File: config.mk
export PLATFORM = sky130hd
export DESIGN_NAME = rtc_alarm_regs
export DESIGN_NICKNAME = d
export VERILOG_FILES = /design/src/core/rtc_alarm_regs.v
export VERILOG_INCLUDE_DIRS = /design/src /design/src/core
export SDC_FILE = /design/constraint.sdc
export NUM_CORES = 1
export LEC_CHECK = 0
export BUFFER_PORTS_ARGS = -buffer_cell sky130_fd_sc_hd__buf_2
export CELL_PAD_IN_SITES_DETAIL_PLACEMENT = 0
export CELL_PAD_IN_SITES_GLOBAL_PLACEMENT = 1
export CORE_MARGIN = 5
export CORE_UTILIZATION = 38
export DETAILED_ROUTE_END_ITERATION = 7
export GPL_ROUTABILITY_DRIVEN = 0
export GPL_TIMING_DRIVEN = 0
export PLACE_DENSITY = 0.74
export SETUP_SLACK_MARGIN = 0.5
export SLEW_MARGIN = 5
export SYNTH_ARGS = -nofsm -noshare
export SYNTH_HDL_FRONTEND = slang
export SYNTH_SLANG_ARGS = --single-unit
File: constraint.sdc
create_clock -name clk -period 7.95 [get_ports clk]
set_input_delay 0 -clock clk [delete_from_list [all_inputs] [get_ports clk]]
set_output_delay 0 -clock clk [all_outputs]
set_load 0.01 [all_outputs]
File: src/core/rtc_alarm_map.vh
// Purpose: register offsets, field positions, reset values and timing counts
//          for the calendar and alarm register block.
// Assumes: 32-bit AHB-Lite register bus, one aligned word per register.
// Notes:   included by bare name from the block's design file.
`ifndef RTC_ALARM_MAP_VH
`define RTC_ALARM_MAP_VH

// Register byte offsets (low address bits used by the decoder)
`define OFF_ALARM_CONTROL 5'h00
`define OFF_TIME_VALUE 5'h04
`define OFF_DATE_VALUE 5'h08
`define OFF_ALARM_TIME 5'h0C
`define OFF_ALARM_DATE 5'h10
`define OFF_CLOCK_CONTROL 5'h14

// Writable bits of each register; other bits read as zero except the alarm sync, value sync and half second status bits
`define MASK_ALARM_CONTROL_WR 32'h0000CFFF
`define MASK_TIME 32'h3F7F7F00
`define MASK_DATE 32'hFF1F3F07
`define MASK_ALARM_DATE 32'h001F3F07
`define MASK_CLOCK_CONTROL_WR 32'h00008008

// Field positions
`define BIT_ALARM_ENABLE 15
`define BIT_ENDLESS_REPEAT 14
`define BIT_ALARM_SYNC 12
`define BIT_CLOCK_ON 15
`define BIT_VALUE_WRITE_ENABLE 3
`define BIT_VALUE_SYNC 2
`define BIT_HALF_SECOND 1

// Alarm interval codes
`define IVL_HALF_SEC 4'h0
`define IVL_SECOND 4'h1
`define IVL_TEN_SEC 4'h2
`define IVL_MINUTE 4'h3
`define IVL_TEN_MIN 4'h4
`define IVL_HOUR 4'h5
`define IVL_DAY 4'h6
`define IVL_WEEK 4'h7
`define IVL_MONTH 4'h8
`define IVL_YEAR 4'h9

// Reset values: 00:00:00, year 00, month 01, day 01, weekday 0
`define RST_TIME 32'h00000000
`define RST_DATE 32'h00010100
`define RST_ALARM_DATE 32'h00010100

// Timing: RTC clock period in ps and the system clock period in ps
`define RTC_PERIOD_PS 30517578
`define CLK_PERIOD_PS 10000
// Clk cycles per RTC tick: the period ratio rounded down (3051)
`define RTC_DIV_CYCLES 12'hBEB
`define HALF_SEC_RTC_TICKS 15'h4000
`define SYNC_GUARD_TICKS 15'h0020

`endif

File: src/core/rtc_alarm_regs.v
// Purpose: BCD calendar, alarm compare and repeat logic with an AHB-Lite
//          register slave.
// Assumes: rst_n is the power-on reset; the RTC clock is made from clk.
// Notes:   zero wait-state slave, response always OKAY.
// Contract
// - Four-bit interval code 0..9 selects half-second up to yearly alarm period.
// - Yearly alarm on February 29th fires only when that date really occurs.
// - Eight-bit repeat count: all ones gives 256 alarms, zero gives one.
// - Every alarm event decrements the repeat count by one.
// - Count wraps zero to all ones only with endless repeat; else stops.
// - Alarm control register is cleared only by power-on reset.
// - Time hours: tens in bits 31-28, units in bits 27-24.
// - Time minutes: tens in bits 23-20, units in bits 19-16.
// - Time seconds: tens in bits 15-12, units 11-8; low byte reads zero.
// - Unused top bits of hours, minutes, seconds tens digits read zero.
// - Time and date registers take writes only while write enable is set.
// - Date year: tens in bits 31-28, units in bits 27-24, fully writable.
// - Date month: tens in 23-20 with top three bits zero, units 19-16.
// - Date day: tens in 15-12 with top two bits zero, units 11-8.
// - Weekday in bits 3-0 range 0..6, bit 3 and bits 7-4 read zero.
// - Alarm time hours use the same layout as the time register.
// - Alarm time minutes: tens 23-20, units 19-16, top tens bit zero.
// - Alarm event when running value equals masked alarm value.
// - Hardware clears alarm enable on event with count zero, no endless repeat.
// - One RTC clock period passes between match and alarm event.
// - Alarm sync reads zero only when 32 or more RTC clocks from rollover.
//
// Decided for this implementation: the AHB-Lite interface to the registers and the register addresses.
`timescale 1ns/1ps
`default_nettype none
`include "rtc_alarm_map.vh"

module rtc_alarm_regs #(
	parameter [14:0] HALF_SEC_TICKS = `HALF_SEC_RTC_TICKS,
	parameter [11:0] RTC_DIV = `RTC_DIV_CYCLES
) (
	// Clock and power-on reset
	input wire clk,
	input wire rst_n,
	// AHB-Lite slave
	input wire hsel,
	input wire [31:0] haddr,
	input wire [1:0] htrans,
	input wire hwrite,
	input wire [2:0] hsize,
	input wire [31:0] hwdata,
	input wire hready,
	output reg [31:0] hrdata,
	output wire hreadyout,
	output wire hresp,
	// Alarm event, one clk cycle
	output reg alarm_event
);

	reg [31:0] alarm_control_reg;
	reg [31:0] time_reg;
	reg [31:0] date_reg;
	reg [31:0] alarm_time_reg;
	reg [31:0] alarm_date_reg;
	reg clock_on_reg;
	reg value_write_enable_reg;
	reg [11:0] rtc_div_reg;
	reg [14:0] presc_reg;
	reg [1:0] rst_sync_reg;
	reg [31:0] rd_mux;
	reg half_reg;
	reg eval_reg;
	reg eval_sec_reg;
	reg pending_reg;
	reg wr_pend_reg;
	reg [4:0] addr_reg;
	reg [31:0] time_next;
	reg [31:0] date_next;
	reg day_carry;
	reg leap;
	reg [7:0] dim;
	reg match;
	reg [31:0] cmp_time_mask;
	reg [31:0] cmp_date_mask;

	wire core_rst_n;
	wire rtc_en;
	wire rollover;
	wire sec_tick;
	wire alarm_sync;
	wire addr_phase;
	wire wr_ctrl;
	wire wr_time;
	wire wr_date;
	wire wr_atime;
	wire wr_adate;
	wire wr_clk;
	wire [3:0] interval_code;
	wire [7:0] repeat_count;
	wire fire;

	assign hreadyout = 1'b1;
	assign hresp = 1'b0;
	assign addr_phase = hsel && htrans[1] && hready;

	// Reset asserts at once but releases two clocks late, clear of the clock edge
	always @(posedge clk or negedge rst_n) begin
		if (!rst_n) begin
			rst_sync_reg <= 2'b00;
		end else begin
			rst_sync_reg <= {rst_sync_reg[0], 1'b1};
		end
	end
	assign core_rst_n = rst_sync_reg[1];

	// Only the low five address bits are decoded; the slave is selected by hsel
	always @(posedge clk or negedge core_rst_n) begin
		if (!core_rst_n) begin
			wr_pend_reg <= 1'b0;
			addr_reg <= 5'h00;
		end else begin
			wr_pend_reg <= addr_phase && hwrite;
			if (addr_phase) begin
				addr_reg <= haddr[4:0];
			end
		end
	end

	assign wr_ctrl = wr_pend_reg && (addr_reg == `OFF_ALARM_CONTROL);
	assign wr_time = wr_pend_reg && (addr_reg == `OFF_TIME_VALUE) && value_write_enable_reg;
	assign wr_date = wr_pend_reg && (addr_reg == `OFF_DATE_VALUE) && value_write_enable_reg;
	assign wr_atime = wr_pend_reg && (addr_reg == `OFF_ALARM_TIME);
	assign wr_adate = wr_pend_reg && (addr_reg == `OFF_ALARM_DATE);
	assign wr_clk = wr_pend_reg && (addr_reg == `OFF_CLOCK_CONTROL);

	// RTC clock enable derived from the system clock
	always @(posedge clk or negedge core_rst_n) begin
		if (!core_rst_n) begin
			rtc_div_reg <= 12'h000;
		end else if (rtc_div_reg == RTC_DIV - 12'h001) begin
			rtc_div_reg <= 12'h000;
		end else begin
			rtc_div_reg <= rtc_div_reg + 12'h001;
		end
	end
	assign rtc_en = clock_on_reg && (rtc_div_reg == RTC_DIV - 12'h001);

	// Half-second prescaler; a time write restarts the second
	assign rollover = rtc_en && (presc_reg == HALF_SEC_TICKS - 15'h0001);
	assign sec_tick = rollover && half_reg;
	always @(posedge clk or negedge core_rst_n) begin
		if (!core_rst_n) begin
			presc_reg <= 15'h0000;
			half_reg <= 1'b0;
		end else if (wr_time) begin
			presc_reg <= 15'h0000;
			half_reg <= 1'b0;
		end else if (rollover) begin
			presc_reg <= 15'h0000;
			half_reg <= ~half_reg;
		end else if (rtc_en) begin
			presc_reg <= presc_reg + 15'h0001;
		end
	end

	// Reads of repeat count may be torn while this is high
	assign alarm_sync = (presc_reg >= HALF_SEC_TICKS - `SYNC_GUARD_TICKS);

	// Leap year: BCD year divisible by four
	always @* begin
		leap = date_reg[28] ? (date_reg[27:24] == 4'h2 || date_reg[27:24] == 4'h6)
			: (date_reg[27:24] == 4'h0 || date_reg[27:24] == 4'h4 || date_reg[27:24] == 4'h8);
		case (date_reg[23:16])
			8'h02: dim = leap ? 8'h29 : 8'h28;
			8'h04, 8'h06, 8'h09, 8'h11: dim = 8'h30;
			default: dim = 8'h31;
		endcase
	end

	// Calendar advance, one second per tick, BCD digit by digit
	always @* begin
		time_next = time_reg;
		date_next = date_reg;
		day_carry = 1'b0;
		if (sec_tick) begin
			if (time_reg[11:8] != 4'h9) begin
				time_next[11:8] = time_reg[11:8] + 4'h1;
			end else begin
				time_next[11:8] = 4'h0;
				if (time_reg[15:12] != 4'h5) begin
					time_next[15:12] = time_reg[15:12] + 4'h1;
				end else begin
					time_next[15:12] = 4'h0;
					if (time_reg[19:16] != 4'h9) begin
						time_next[19:16] = time_reg[19:16] + 4'h1;
					end else begin
						time_next[19:16] = 4'h0;
						if (time_reg[23:20] != 4'h5) begin
							time_next[23:20] = time_reg[23:20] + 4'h1;
						end else begin
							time_next[23:20] = 4'h0;
							if (time_reg[31:24] == 8'h23) begin
								time_next[31:24] = 8'h00;
								day_carry = 1'b1;
							end else if (time_reg[27:24] == 4'h9) begin
								time_next[31:24] = {time_reg[31:28] + 4'h1, 4'h0};
							end else begin
								time_next[27:24] = time_reg[27:24] + 4'h1;
							end
						end
					end
				end
			end
		end
		if (day_carry) begin
			date_next[3:0] = (date_reg[3:0] == 4'h6) ? 4'h0 : date_reg[3:0] + 4'h1;
			if (date_reg[15:8] == dim) begin
				date_next[15:8] = 8'h01;
				if (date_reg[23:16] == 8'h12) begin
					date_next[23:16] = 8'h01;
					if (date_reg[27:24] != 4'h9) begin
						date_next[27:24] = date_reg[27:24] + 4'h1;
					end else begin
						date_next[27:24] = 4'h0;
						date_next[31:28] = (date_reg[31:28] == 4'h9) ? 4'h0
							: date_reg[31:28] + 4'h1;
					end
				end else if (date_reg[19:16] == 4'h9) begin
					date_next[23:16] = 8'h10;
				end else begin
					date_next[19:16] = date_reg[19:16] + 4'h1;
				end
			end else if (date_reg[11:8] == 4'h9) begin
				date_next[15:8] = {date_reg[15:12] + 4'h1, 4'h0};
			end else begin
				date_next[11:8] = date_reg[11:8] + 4'h1;
			end
		end
		if (wr_time) begin
			time_next = hwdata & `MASK_TIME;
		end
		if (wr_date) begin
			date_next = hwdata & `MASK_DATE;
		end
	end

	always @(posedge clk or negedge core_rst_n) begin
		if (!core_rst_n) begin
			time_reg <= `RST_TIME;
			date_reg <= `RST_DATE;
		end else begin
			time_reg <= time_next;
			date_reg <= date_next;
		end
	end

	// Compare digit masks per interval; codes 1010 and up are reserved for software
	assign interval_code = alarm_control_reg[11:8];
	always @* begin
		cmp_time_mask = 32'h00000000;
		cmp_date_mask = 32'h00000000;
		case (interval_code)
			`IVL_TEN_SEC: cmp_time_mask = 32'h00000F00;
			`IVL_MINUTE: cmp_time_mask = 32'h0000FF00;
			`IVL_TEN_MIN: cmp_time_mask = 32'h000FFF00;
			`IVL_HOUR: cmp_time_mask = 32'h00FFFF00;
			`IVL_DAY: cmp_time_mask = 32'hFFFFFF00;
			`IVL_WEEK: begin
				cmp_time_mask = 32'hFFFFFF00;
				cmp_date_mask = 32'h0000000F;
			end
			`IVL_MONTH: begin
				cmp_time_mask = 32'hFFFFFF00;
				cmp_date_mask = 32'h0000FF00;
			end
			`IVL_YEAR: begin
				cmp_time_mask = 32'hFFFFFF00;
				cmp_date_mask = 32'h00FFFF00;
			end
			default: begin
				cmp_time_mask = 32'h00000000;
				cmp_date_mask = 32'h00000000;
			end
		endcase
		match = ((time_reg & cmp_time_mask) == (alarm_time_reg & cmp_time_mask)) &&
			((date_reg & cmp_date_mask) == (alarm_date_reg & cmp_date_mask));
	end

	// Evaluate the cycle after the count settles, fire one RTC clock later
	assign fire = pending_reg && rtc_en;
	always @(posedge clk or negedge core_rst_n) begin
		if (!core_rst_n) begin
			eval_reg <= 1'b0;
			eval_sec_reg <= 1'b0;
			pending_reg <= 1'b0;
			alarm_event <= 1'b0;
		end else begin
			eval_reg <= rollover;
			eval_sec_reg <= sec_tick;
			alarm_event <= fire;
			if (fire || !alarm_control_reg[`BIT_ALARM_ENABLE]) begin
				pending_reg <= 1'b0;
			end else if (eval_reg && match &&
				(eval_sec_reg || interval_code == `IVL_HALF_SEC)) begin
				pending_reg <= 1'b1;
			end
		end
	end

	// Alarm control; rst_n is the power-on reset, nothing else clears it
	assign repeat_count = alarm_control_reg[7:0];
	always @(posedge clk or negedge core_rst_n) begin
		if (!core_rst_n) begin
			alarm_control_reg <= 32'h00000000;
		end else if (wr_ctrl) begin
			// Software is expected to stay clear of the sync window here
			alarm_control_reg <= hwdata & `MASK_ALARM_CONTROL_WR;
		end else if (fire) begin
			if (repeat_count != 8'h00) begin
				alarm_control_reg[7:0] <= repeat_count - 8'h01;
			end else if (alarm_control_reg[`BIT_ENDLESS_REPEAT]) begin
				alarm_control_reg[7:0] <= 8'hFF;
			end else begin
				alarm_control_reg[`BIT_ALARM_ENABLE] <= 1'b0;
			end
		end
	end

	// Alarm compare values and clock control
	always @(posedge clk or negedge core_rst_n) begin
		if (!core_rst_n) begin
			alarm_time_reg <= `RST_TIME;
			alarm_date_reg <= `RST_ALARM_DATE;
			clock_on_reg <= 1'b0;
			value_write_enable_reg <= 1'b0;
		end else begin
			if (wr_atime) begin
				alarm_time_reg <= hwdata & `MASK_TIME;
			end
			if (wr_adate) begin
				alarm_date_reg <= hwdata & `MASK_ALARM_DATE;
			end
			if (wr_clk) begin
				clock_on_reg <= hwdata[`BIT_CLOCK_ON];
				value_write_enable_reg <= hwdata[`BIT_VALUE_WRITE_ENABLE];
			end
		end
	end

	// Read data is picked at the address phase and held in a flip-flop; a write
	// still in its data phase is forwarded so a back-to-back read sees it
	always @* begin
		rd_mux = 32'h00000000;
		if (haddr[4:0] == `OFF_ALARM_CONTROL) begin
			rd_mux = wr_ctrl ? (hwdata & `MASK_ALARM_CONTROL_WR) : alarm_control_reg;
			rd_mux[`BIT_ALARM_SYNC] = alarm_sync;
		end else if (haddr[4:0] == `OFF_TIME_VALUE) begin
			rd_mux = time_next;
		end else if (haddr[4:0] == `OFF_DATE_VALUE) begin
			rd_mux = date_next;
		end else if (haddr[4:0] == `OFF_ALARM_TIME) begin
			rd_mux = wr_atime ? (hwdata & `MASK_TIME) : alarm_time_reg;
		end else if (haddr[4:0] == `OFF_ALARM_DATE) begin
			rd_mux = wr_adate ? (hwdata & `MASK_ALARM_DATE) : alarm_date_reg;
		end else if (haddr[4:0] == `OFF_CLOCK_CONTROL) begin
			rd_mux[`BIT_CLOCK_ON] = wr_clk ? hwdata[`BIT_CLOCK_ON] : clock_on_reg;
			rd_mux[`BIT_VALUE_WRITE_ENABLE] = wr_clk ? hwdata[`BIT_VALUE_WRITE_ENABLE]
				: value_write_enable_reg;
			rd_mux[`BIT_VALUE_SYNC] = alarm_sync;
			rd_mux[`BIT_HALF_SECOND] = half_reg;
		end
	end

	// Unmapped offsets read zero; the value stands until the next read is taken
	always @(posedge clk or negedge core_rst_n) begin
		if (!core_rst_n) begin
			hrdata <= 32'h00000000;
		end else if (addr_phase && !hwrite) begin
			hrdata <= rd_mux;
		end
	end

endmodule // rtc_alarm_regs
`default_nettype wire

Word level (Yosys, flattened, before mapping)
Cells that the tools add are included.
Widths: inputs -> output; s select.
{"block": "op_classes", "addsub": 15, "n_bitwise": 5, "n_reduce_logical": 40, "magnitude_cmp": 1, "eq_ne": 46, "n_mux": 71}
{"op": "$mux 32", "count": 8}
{"op": "$pmux 32 s5", "count": 1}
{"op": "$and 32x32->32", "count": 4}
{"op": "$mux 8", "count": 9}
{"op": "$pmux 24 s3", "count": 1}
{"op": "$eq 32x32->1", "count": 2}
{"op": "$mux 16", "count": 4}
{"op": "$mux 4", "count": 15}
{"op": "$add 4x1->4 const B", "count": 12}
{"op": "$mux 24", "count": 2}
{"op": "$mux 15", "count": 3}
{"op": "$eq 4x3->1 const B", "count": 7}
{"op": "$eq 4x4->1 const B", "count": 7}
{"op": "$mux 12", "count": 2}
{"op": "$mux 1", "count": 21}
{"op": "$eq 5x4->1 const B", "count": 4}
{"op": "$eq 5x5->1 const B", "count": 4}
{"op": "$mux 20", "count": 1}
{"op": "$logic_and 1x1->1", "count": 19}
{"op": "$eq 8x3->1 const B", "count": 2}
{"op": "$eq 8x5->1 const B", "count": 2}
{"op": "$add 15x1->15 const B", "count": 1}
{"op": "$eq 15x14->1 const B", "count": 1}
{"op": "$ge 15x14->1 const B", "count": 1}
{"op": "other kinds (27)", "count": 45}
{"block": "word_totals", "reg_bits": 216, "inputBits": 74, "word_cells": 198}

Logic depth before layout (Yosys ltp)
{"block": "logic_depth", "ltp_word": 13, "ltp_mapped": 12, "mapped_depth_nobuf": 10}

Worst setup path after synthesis
OpenSTA, ideal clock, no wires.
{"block": "synth_timing", "kind": "reg2reg", "from": "reg time_reg[28]", "to": "reg hrdata[17]", "synth_period_minus_slack_ps": 2981, "stages_incl_launch_ff": 13, "setup_time_ps": 67, "t_required_ps": 7883, "path_slack_ps": 4969, "arrival_ps": 2914, "path_cell_list": "dfrtp_1 -> inv_1 -> ha_1 -> or4b_4 -> nor4_4 -> nand4_1 -> or2_0 -> buf_6 -> or2_1 -> buf_6 -> or4_4 -> a31o_1 -> nand3_2"}
{"block": "synth_via", "elab_chain_len": 12}
{"element": "from (decl)", "line": "rtc_alarm_regs.v:56", "rtl": "reg [31:0] time_reg;"}
{"element": "from (signal assigned)", "line": "rtc_alarm_regs.v:244", "rtl": "time_reg <= `RST_TIME;"}
{"element": "from (signal assigned)", "line": "rtc_alarm_regs.v:247", "rtl": "time_reg <= time_next;"}
{"element": "$eq 8x6->1", "line": "rtc_alarm_regs.v:197", "rtl": "if (time_reg[31:24] == 8'h23) begin"}
{"element": "$mux 1", "line": "rtc_alarm_regs.v:197"}
{"element": "$mux 1", "line": "rtc_alarm_regs.v:193", "rtl": "if (time_reg[23:20] != 4'h5) begin"}
{"element": "$mux 1", "line": "rtc_alarm_regs.v:189", "rtl": "if (time_reg[19:16] != 4'h9) begin"}
{"element": "$mux 1", "line": "rtc_alarm_regs.v:185", "rtl": "if (time_reg[15:12] != 4'h5) begin"}
{"element": "$mux 1", "line": "rtc_alarm_regs.v:181", "rtl": "if (time_reg[11:8] != 4'h9) begin"}
{"element": "$mux 1", "line": "rtc_alarm_regs.v:180", "rtl": "if (sec_tick) begin"}
{"element": "$mux 24", "line": "rtc_alarm_regs.v:210", "rtl": "if (day_carry) begin"}
{"element": "$mux 32", "line": "rtc_alarm_regs.v:237", "rtl": "if (wr_date) begin"}
{"element": "$mux 32", "line": "rtc_alarm_regs.v:354", "rtl": "end else if (haddr[4:0] == `OFF_DATE_VALUE) begin"}
{"element": "$mux 32", "line": "rtc_alarm_regs.v:352", "rtl": "end else if (haddr[4:0] == `OFF_TIME_VALUE) begin"}
{"element": "$mux 32", "line": "rtc_alarm_regs.v:349", "rtl": "if (haddr[4:0] == `OFF_ALARM_CONTROL) begin"}
{"element": "to (signal assigned)", "line": "rtc_alarm_regs.v:374", "rtl": "hrdata <= rd_mux;"}
{"element": "to (decl)", "line": "rtc_alarm_regs.v:48", "rtl": "output reg [31:0] hrdata,"}
No other way between the ends.
A chain may end at the register's enable or synchronous reset.

Final worst setup path
{"block": "layout_timing", "from": "reg date_reg[17]", "to": "reg hrdata[22]"}
{"block": "layout_via", "elab_chain_len": 10}
{"element": "from (decl)", "line": "rtc_alarm_regs.v:57", "rtl": "reg [31:0] date_reg;"}
{"element": "from (signal assigned)", "line": "rtc_alarm_regs.v:245", "rtl": "date_reg <= `RST_DATE;"}
{"element": "from (signal assigned)", "line": "rtc_alarm_regs.v:248", "rtl": "date_reg <= date_next;"}
{"element": "$eq 8x3->1 (tied with other cells)", "line": "rtc_alarm_regs.v:168", "rtl": "case (date_reg[23:16])"}
{"element": "$reduce_or 4->1", "line": "rtc_alarm_regs.v:168"}
{"element": "$pmux 5 s2", "line": "rtc_alarm_regs.v:168"}
{"element": "$eq 8x8->1", "line": "rtc_alarm_regs.v:212", "rtl": "if (date_reg[15:8] == dim) begin"}
{"element": "$mux 16 *", "line": "rtc_alarm_regs.v:212"}
{"element": "$mux 24 *", "line": "rtc_alarm_regs.v:210"}
{"element": "$mux 32 *", "line": "rtc_alarm_regs.v:237"}
{"element": "$mux 32 *", "line": "rtc_alarm_regs.v:354"}
{"element": "$mux 32 *", "line": "rtc_alarm_regs.v:352"}
{"element": "$mux 32 *", "line": "rtc_alarm_regs.v:349"}
Mark *: on every way between the ends. The rest lies on a longest branch, timed or not.

==> summary.txt <==
Final layout
  – Most used cells in the layout excluding fill and tap cells: sky130_fd_sc_hd__dfrtp_1, sky130_fd_sc_hd__nand2_1, sky130_fd_sc_hd__nor2_1
  – Most common cell after layout, fill and taps aside: sky130_fd_sc_hd__dfrtp_1
  – Total number of nets in the final design: 1480
  – Fraction of final layout cells with drive strength greater than 1: 13.4%
  – Layout overhead on the synthesized area: 18.8%
  – Non-filler cells in the finished layout: 1806
  – Antenna cell count: 0

Pwr
  – Gate power share: 14.2%
  – Switching part of the total power: 28.5%
  – Switching power: 0.827 mW
  – Leakage power summed over all cells: 6.04 nW
  – Design Power: 2.91 mW
  – Part of the power in the clock network: 40.8%
  – Total power divided by cell area: 209 nW/um2
  – IR drop worst, VDD: 157 uV
  – Relative contribution of sequential cells to total power: 45.0%
  – Internal: 2.08 mW

Critical path
  – Type of origin of the critical path: register
  – Number of cells on the worst reg-to-reg path: 11
  – Endpoint of the worst-slack reg-to-reg timing path: hrdata[22]
  – CP arrival: 4.49 ns
  – Largest fanout on the critical path: 10
  – Reg2Reg Setup Slack: 3.89 ns
  – Crit Path Category: reg -> reg
  – Data required time of the critical path: 8.39 ns
  – Origin of the critical flop-to-flop path: date_reg[17]
  – Kind of end point of the critical path: register

GRT
  – Vias in the first global route: 10299
  – GR Layer Usage met2: 37.2%
  – Number of antenna violations at the first check in global routing: 1
  – Grt met1 use: 34.8%
  – Global-route total usage across every layer: 24.4%
  – GRT met3 Usage: 4.71%
  – Maximum number of pins on one net before global-route repair: 64
  – Global-route wire length before repair: 63800 um
  – Congestion Overflow GR: 0
  – Most used routing layer in global routing: met2

Worst hold path
  – Terminating pin of the worst hold path: addr_reg[4]
  – Beginning of the worst hold path: hready
  – Worst hold path depth: 3
  – Path class of the lowest-slack min-delay path: in -> reg

Die
  – Horizontal die dimension: 185 um
  – Initial Utilization: 38.4%
  – Die Span Y: 185 um
  – Core outline area: 30500 um2
  – Die area: 34400 um2
  – Ports: 109
  – Site row count: 64

STA
  – Pins over their slew limit: 0
  – Hold violation total from the final report: 0
  – Setup repair after global routing missed its margin: false
  – Final Worst Setup Slack: 3.89 ns
  – Tmin final: 4.06 ns
  – Worst rel slew slack: 16.1%
  – Final period utilization: 51.0%
  – Fmax: 0.247 GHz
  – Clock skew: 0.00963 ns
  – Final setup violating endpoints: 0
  – Measured slew at the worst slew-check pin: 1.24 ns

Logic synthesis
  – Synthesized area per cell: 9.38 um2
  – Fraction of synthesized cell area taken by the top area cell type: 45.3%
  – Synthesized area: 11700 um2
  – Yosys cell types: 85
  – Cell type contributing the most total cell area after synthesis: sky130_fd_sc_hd__dfrtp_1
  – Yosys warning count: 0
  – Synth area leaders: sky130_fd_sc_hd__dfrtp_1, sky130_fd_sc_hd__nand2_1, sky130_fd_sc_hd__nor2_1
  – Sequential area share after synthesis: 46.2%
  – Synth Flop Type: sky130_fd_sc_hd__dfrtp_1
  – Number of enable-type register cells in the synthesized netlist: 0
  – Flop and latch count out of synthesis: 216
  – Gate Count Post-Synth: 1247
  – Async set-reset flop share out of synthesis: 100%

Clocking
  – Root cell of the clock tree: sky130_fd_sc_hd__clkbuf_16
  – Clock latency at the later pin of the worst-skew pair: 0.54 ns
  – H-tree Lvls: 1
  – Maximum root-to-sink buffer count: 3
  – Sinks on Clock Net: 216
  – Number of buffers created by CTS: 26
  – CTS-repair resized insts: 0
  – CTS tree: done
  – CTS clock-pin slew for the worst setup and hold paths: 0.06 ns

Run
  – MaxCap Viol Count: 0

Routing
  – Average via count per standard cell: 5.86
  – Total wire length after detailed routing: 42500 um
  – Wire length per cell: 23.5 um
  – Iteration count of the initial detailed-routing pass: 7
  – Total via count after detailed routing: 10582
  – DRC viols: 0
  – Initial drt markers: 1138
  – Number of routed nets with antenna violations: 0

Placement
  – Setup Slack @ Placement: 3.99 ns
  – Cell Count Post-Placement: 1721
  – Port Buffer Count: 73
  – Estimated wirelength of the detail-placed design: 30600 um

Run status
  – Outcome: complete, no violations
cells in the mapped netlist (4+ instances only):
| library cell | number |
|---|---|
| sky130_fd_sc_hd__a311oi_1 | 10 |
| sky130_fd_sc_hd__nand2_1 | 139 |
| sky130_fd_sc_hd__o41ai_1 | 6 |
| sky130_fd_sc_hd__a221o_1 | 4 |
| sky130_fd_sc_hd__o31ai_1 | 11 |
| sky130_fd_sc_hd__ha_1 | 13 |
| sky130_fd_sc_hd__a21boi_0 | 4 |
| sky130_fd_sc_hd__xor2_1 | 46 |
| sky130_fd_sc_hd__inv_1 | 26 |
| sky130_fd_sc_hd__nor4bb_1 | 4 |
| sky130_fd_sc_hd__dfstp_2 | 4 |
| sky130_fd_sc_hd__and4_1 | 7 |
| sky130_fd_sc_hd__buf_2 | 8 |
| sky130_fd_sc_hd__nand4_1 | 24 |
| sky130_fd_sc_hd__nor3b_1 | 6 |
| sky130_fd_sc_hd__mux2_2 | 41 |
| sky130_fd_sc_hd__o21a_1 | 10 |
| sky130_fd_sc_hd__nand3_1 | 50 |
| sky130_fd_sc_hd__or3_1 | 7 |
| sky130_fd_sc_hd__mux2i_1 | 11 |
| sky130_fd_sc_hd__and2_1 | 50 |
| sky130_fd_sc_hd__clkbuf_1 | 54 |
| sky130_fd_sc_hd__a21oi_1 | 58 |
| sky130_fd_sc_hd__nand3b_1 | 4 |
| sky130_fd_sc_hd__and3_1 | 22 |
| sky130_fd_sc_hd__o21ai_0 | 53 |
| sky130_fd_sc_hd__nor3_1 | 13 |
| sky130_fd_sc_hd__a31oi_1 | 16 |
| sky130_fd_sc_hd__nor4_1 | 14 |
| sky130_fd_sc_hd__a22oi_1 | 15 |
| sky130_fd_sc_hd__o211ai_1 | 19 |
| sky130_fd_sc_hd__nand2b_1 | 9 |
| sky130_fd_sc_hd__a21o_1 | 9 |
| sky130_fd_sc_hd__dfrtp_1 | 212 |
| sky130_fd_sc_hd__nor4b_1 | 6 |
| sky130_fd_sc_hd__nor2b_1 | 13 |
| sky130_fd_sc_hd__a211oi_1 | 7 |
| sky130_fd_sc_hd__nor2_1 | 128 |
| sky130_fd_sc_hd__a221oi_1 | 10 |
| sky130_fd_sc_hd__xnor2_1 | 35 |
layout make-up:
| type | instances | area, um2 |
|---|---|---|
| inverter | 27 | 101 |
| buffer | 69 | 292 |
| clock buffer | 39 | 781 |
| fill | 2935 | 16600 |
| clock inverter | 6 | 55.1 |
| tap | 396 | 495 |
| multi-input combinational | 936 | 5910 |
| timing repair buffer | 117 | 856 |
| sequential | 216 | 5410 |
through the flow:
step	utilization, %	hold slack [ns]	instance area [um2]	setup TNS [ns]
floorplan	-	-0.296	11700	0
global placement	41.2	-0.215	12600	-286.12
detailed placement	41.5	-0.211	12700	0
CTS	45.6	0.0269	13900	0
global route	45.6	0.0403	13900	0
finish	45.6	0.0417	13900	0
how the worst max path moves through the flow:
stage                               start          end  cells after the start
after global placement    rst_sync_reg[1]   hrdata[28]                      0
after detailed placement   rtc_div_reg[0]   hrdata[30]                     12
after floorplan           rst_sync_reg[1]  addr_reg[0]                      0
after global routing       rtc_div_reg[0]   hrdata[30]                     12
final                        date_reg[17]   hrdata[22]                     11
after CTS                  rtc_div_reg[0]   hrdata[30]                     12
kinds of logic after synthesis:
kind of cell             Yosys count  share of synthesized area, %
AND/OR/NAND/NOR                  515                          22.3
AO/OA/AOI/OAI                    272                          15.8
flip-flops                       216                          46.2
buffers and inverters             96                          3.36
XOR/XNOR                          81                          6.06
multiplexers                      52                          4.89
adder cells (fa/ha/maj)           13                          1.39
other                              2                        0.0642
power groups by stage:
stage	combinational (mW)	sequential [mW]	clock [mW]
after global routing	0.453	1.32	1.25
final	0.412	1.31	1.19
after detailed placement	0.391	1.32	0
after global placement	0.363	1.34	0
after CTS	0.409	1.31	1.20
after floorplan	0.250	1.31	0
per-layer routing:
| layer | up-vias | part of all wire, % |
|---|---|---|
| li1 | 4770 | - |
| met1 | 5248 | 44 |
| met2 | 459 | 44 |
| met3 | 105 | 8.1 |
| met4 | 0 | 3.9 |
| met5 | - | 0 |
worst max-delay path: stages (launching register included):
cell and delay [ns]:
sky130_fd_sc_hd__dfrtp_1 0.34, sky130_fd_sc_hd__clkbuf_1 0.41, sky130_fd_sc_hd__nor4b_1 1.05, sky130_fd_sc_hd__a211o_1 0.27
sky130_fd_sc_hd__a21oi_1 0.07, sky130_fd_sc_hd__mux2i_1 0.24, sky130_fd_sc_hd__buf_2 0.33, sky130_fd_sc_hd__buf_2 0.30
sky130_fd_sc_hd__nor2_1 0.09, sky130_fd_sc_hd__o21ai_0 0.33, sky130_fd_sc_hd__a41oi_1 0.23, sky130_fd_sc_hd__a311oi_1 0.29
repair_timing:
action | 4_1_cts | 5_1_grt
hold buffers | 40 | 0
hold endpoints to repair | 118 | 0
setup endpoints to repair | 0 | 0
setup buffers | 0 | 0
Power figures use the tool's default switching activity.
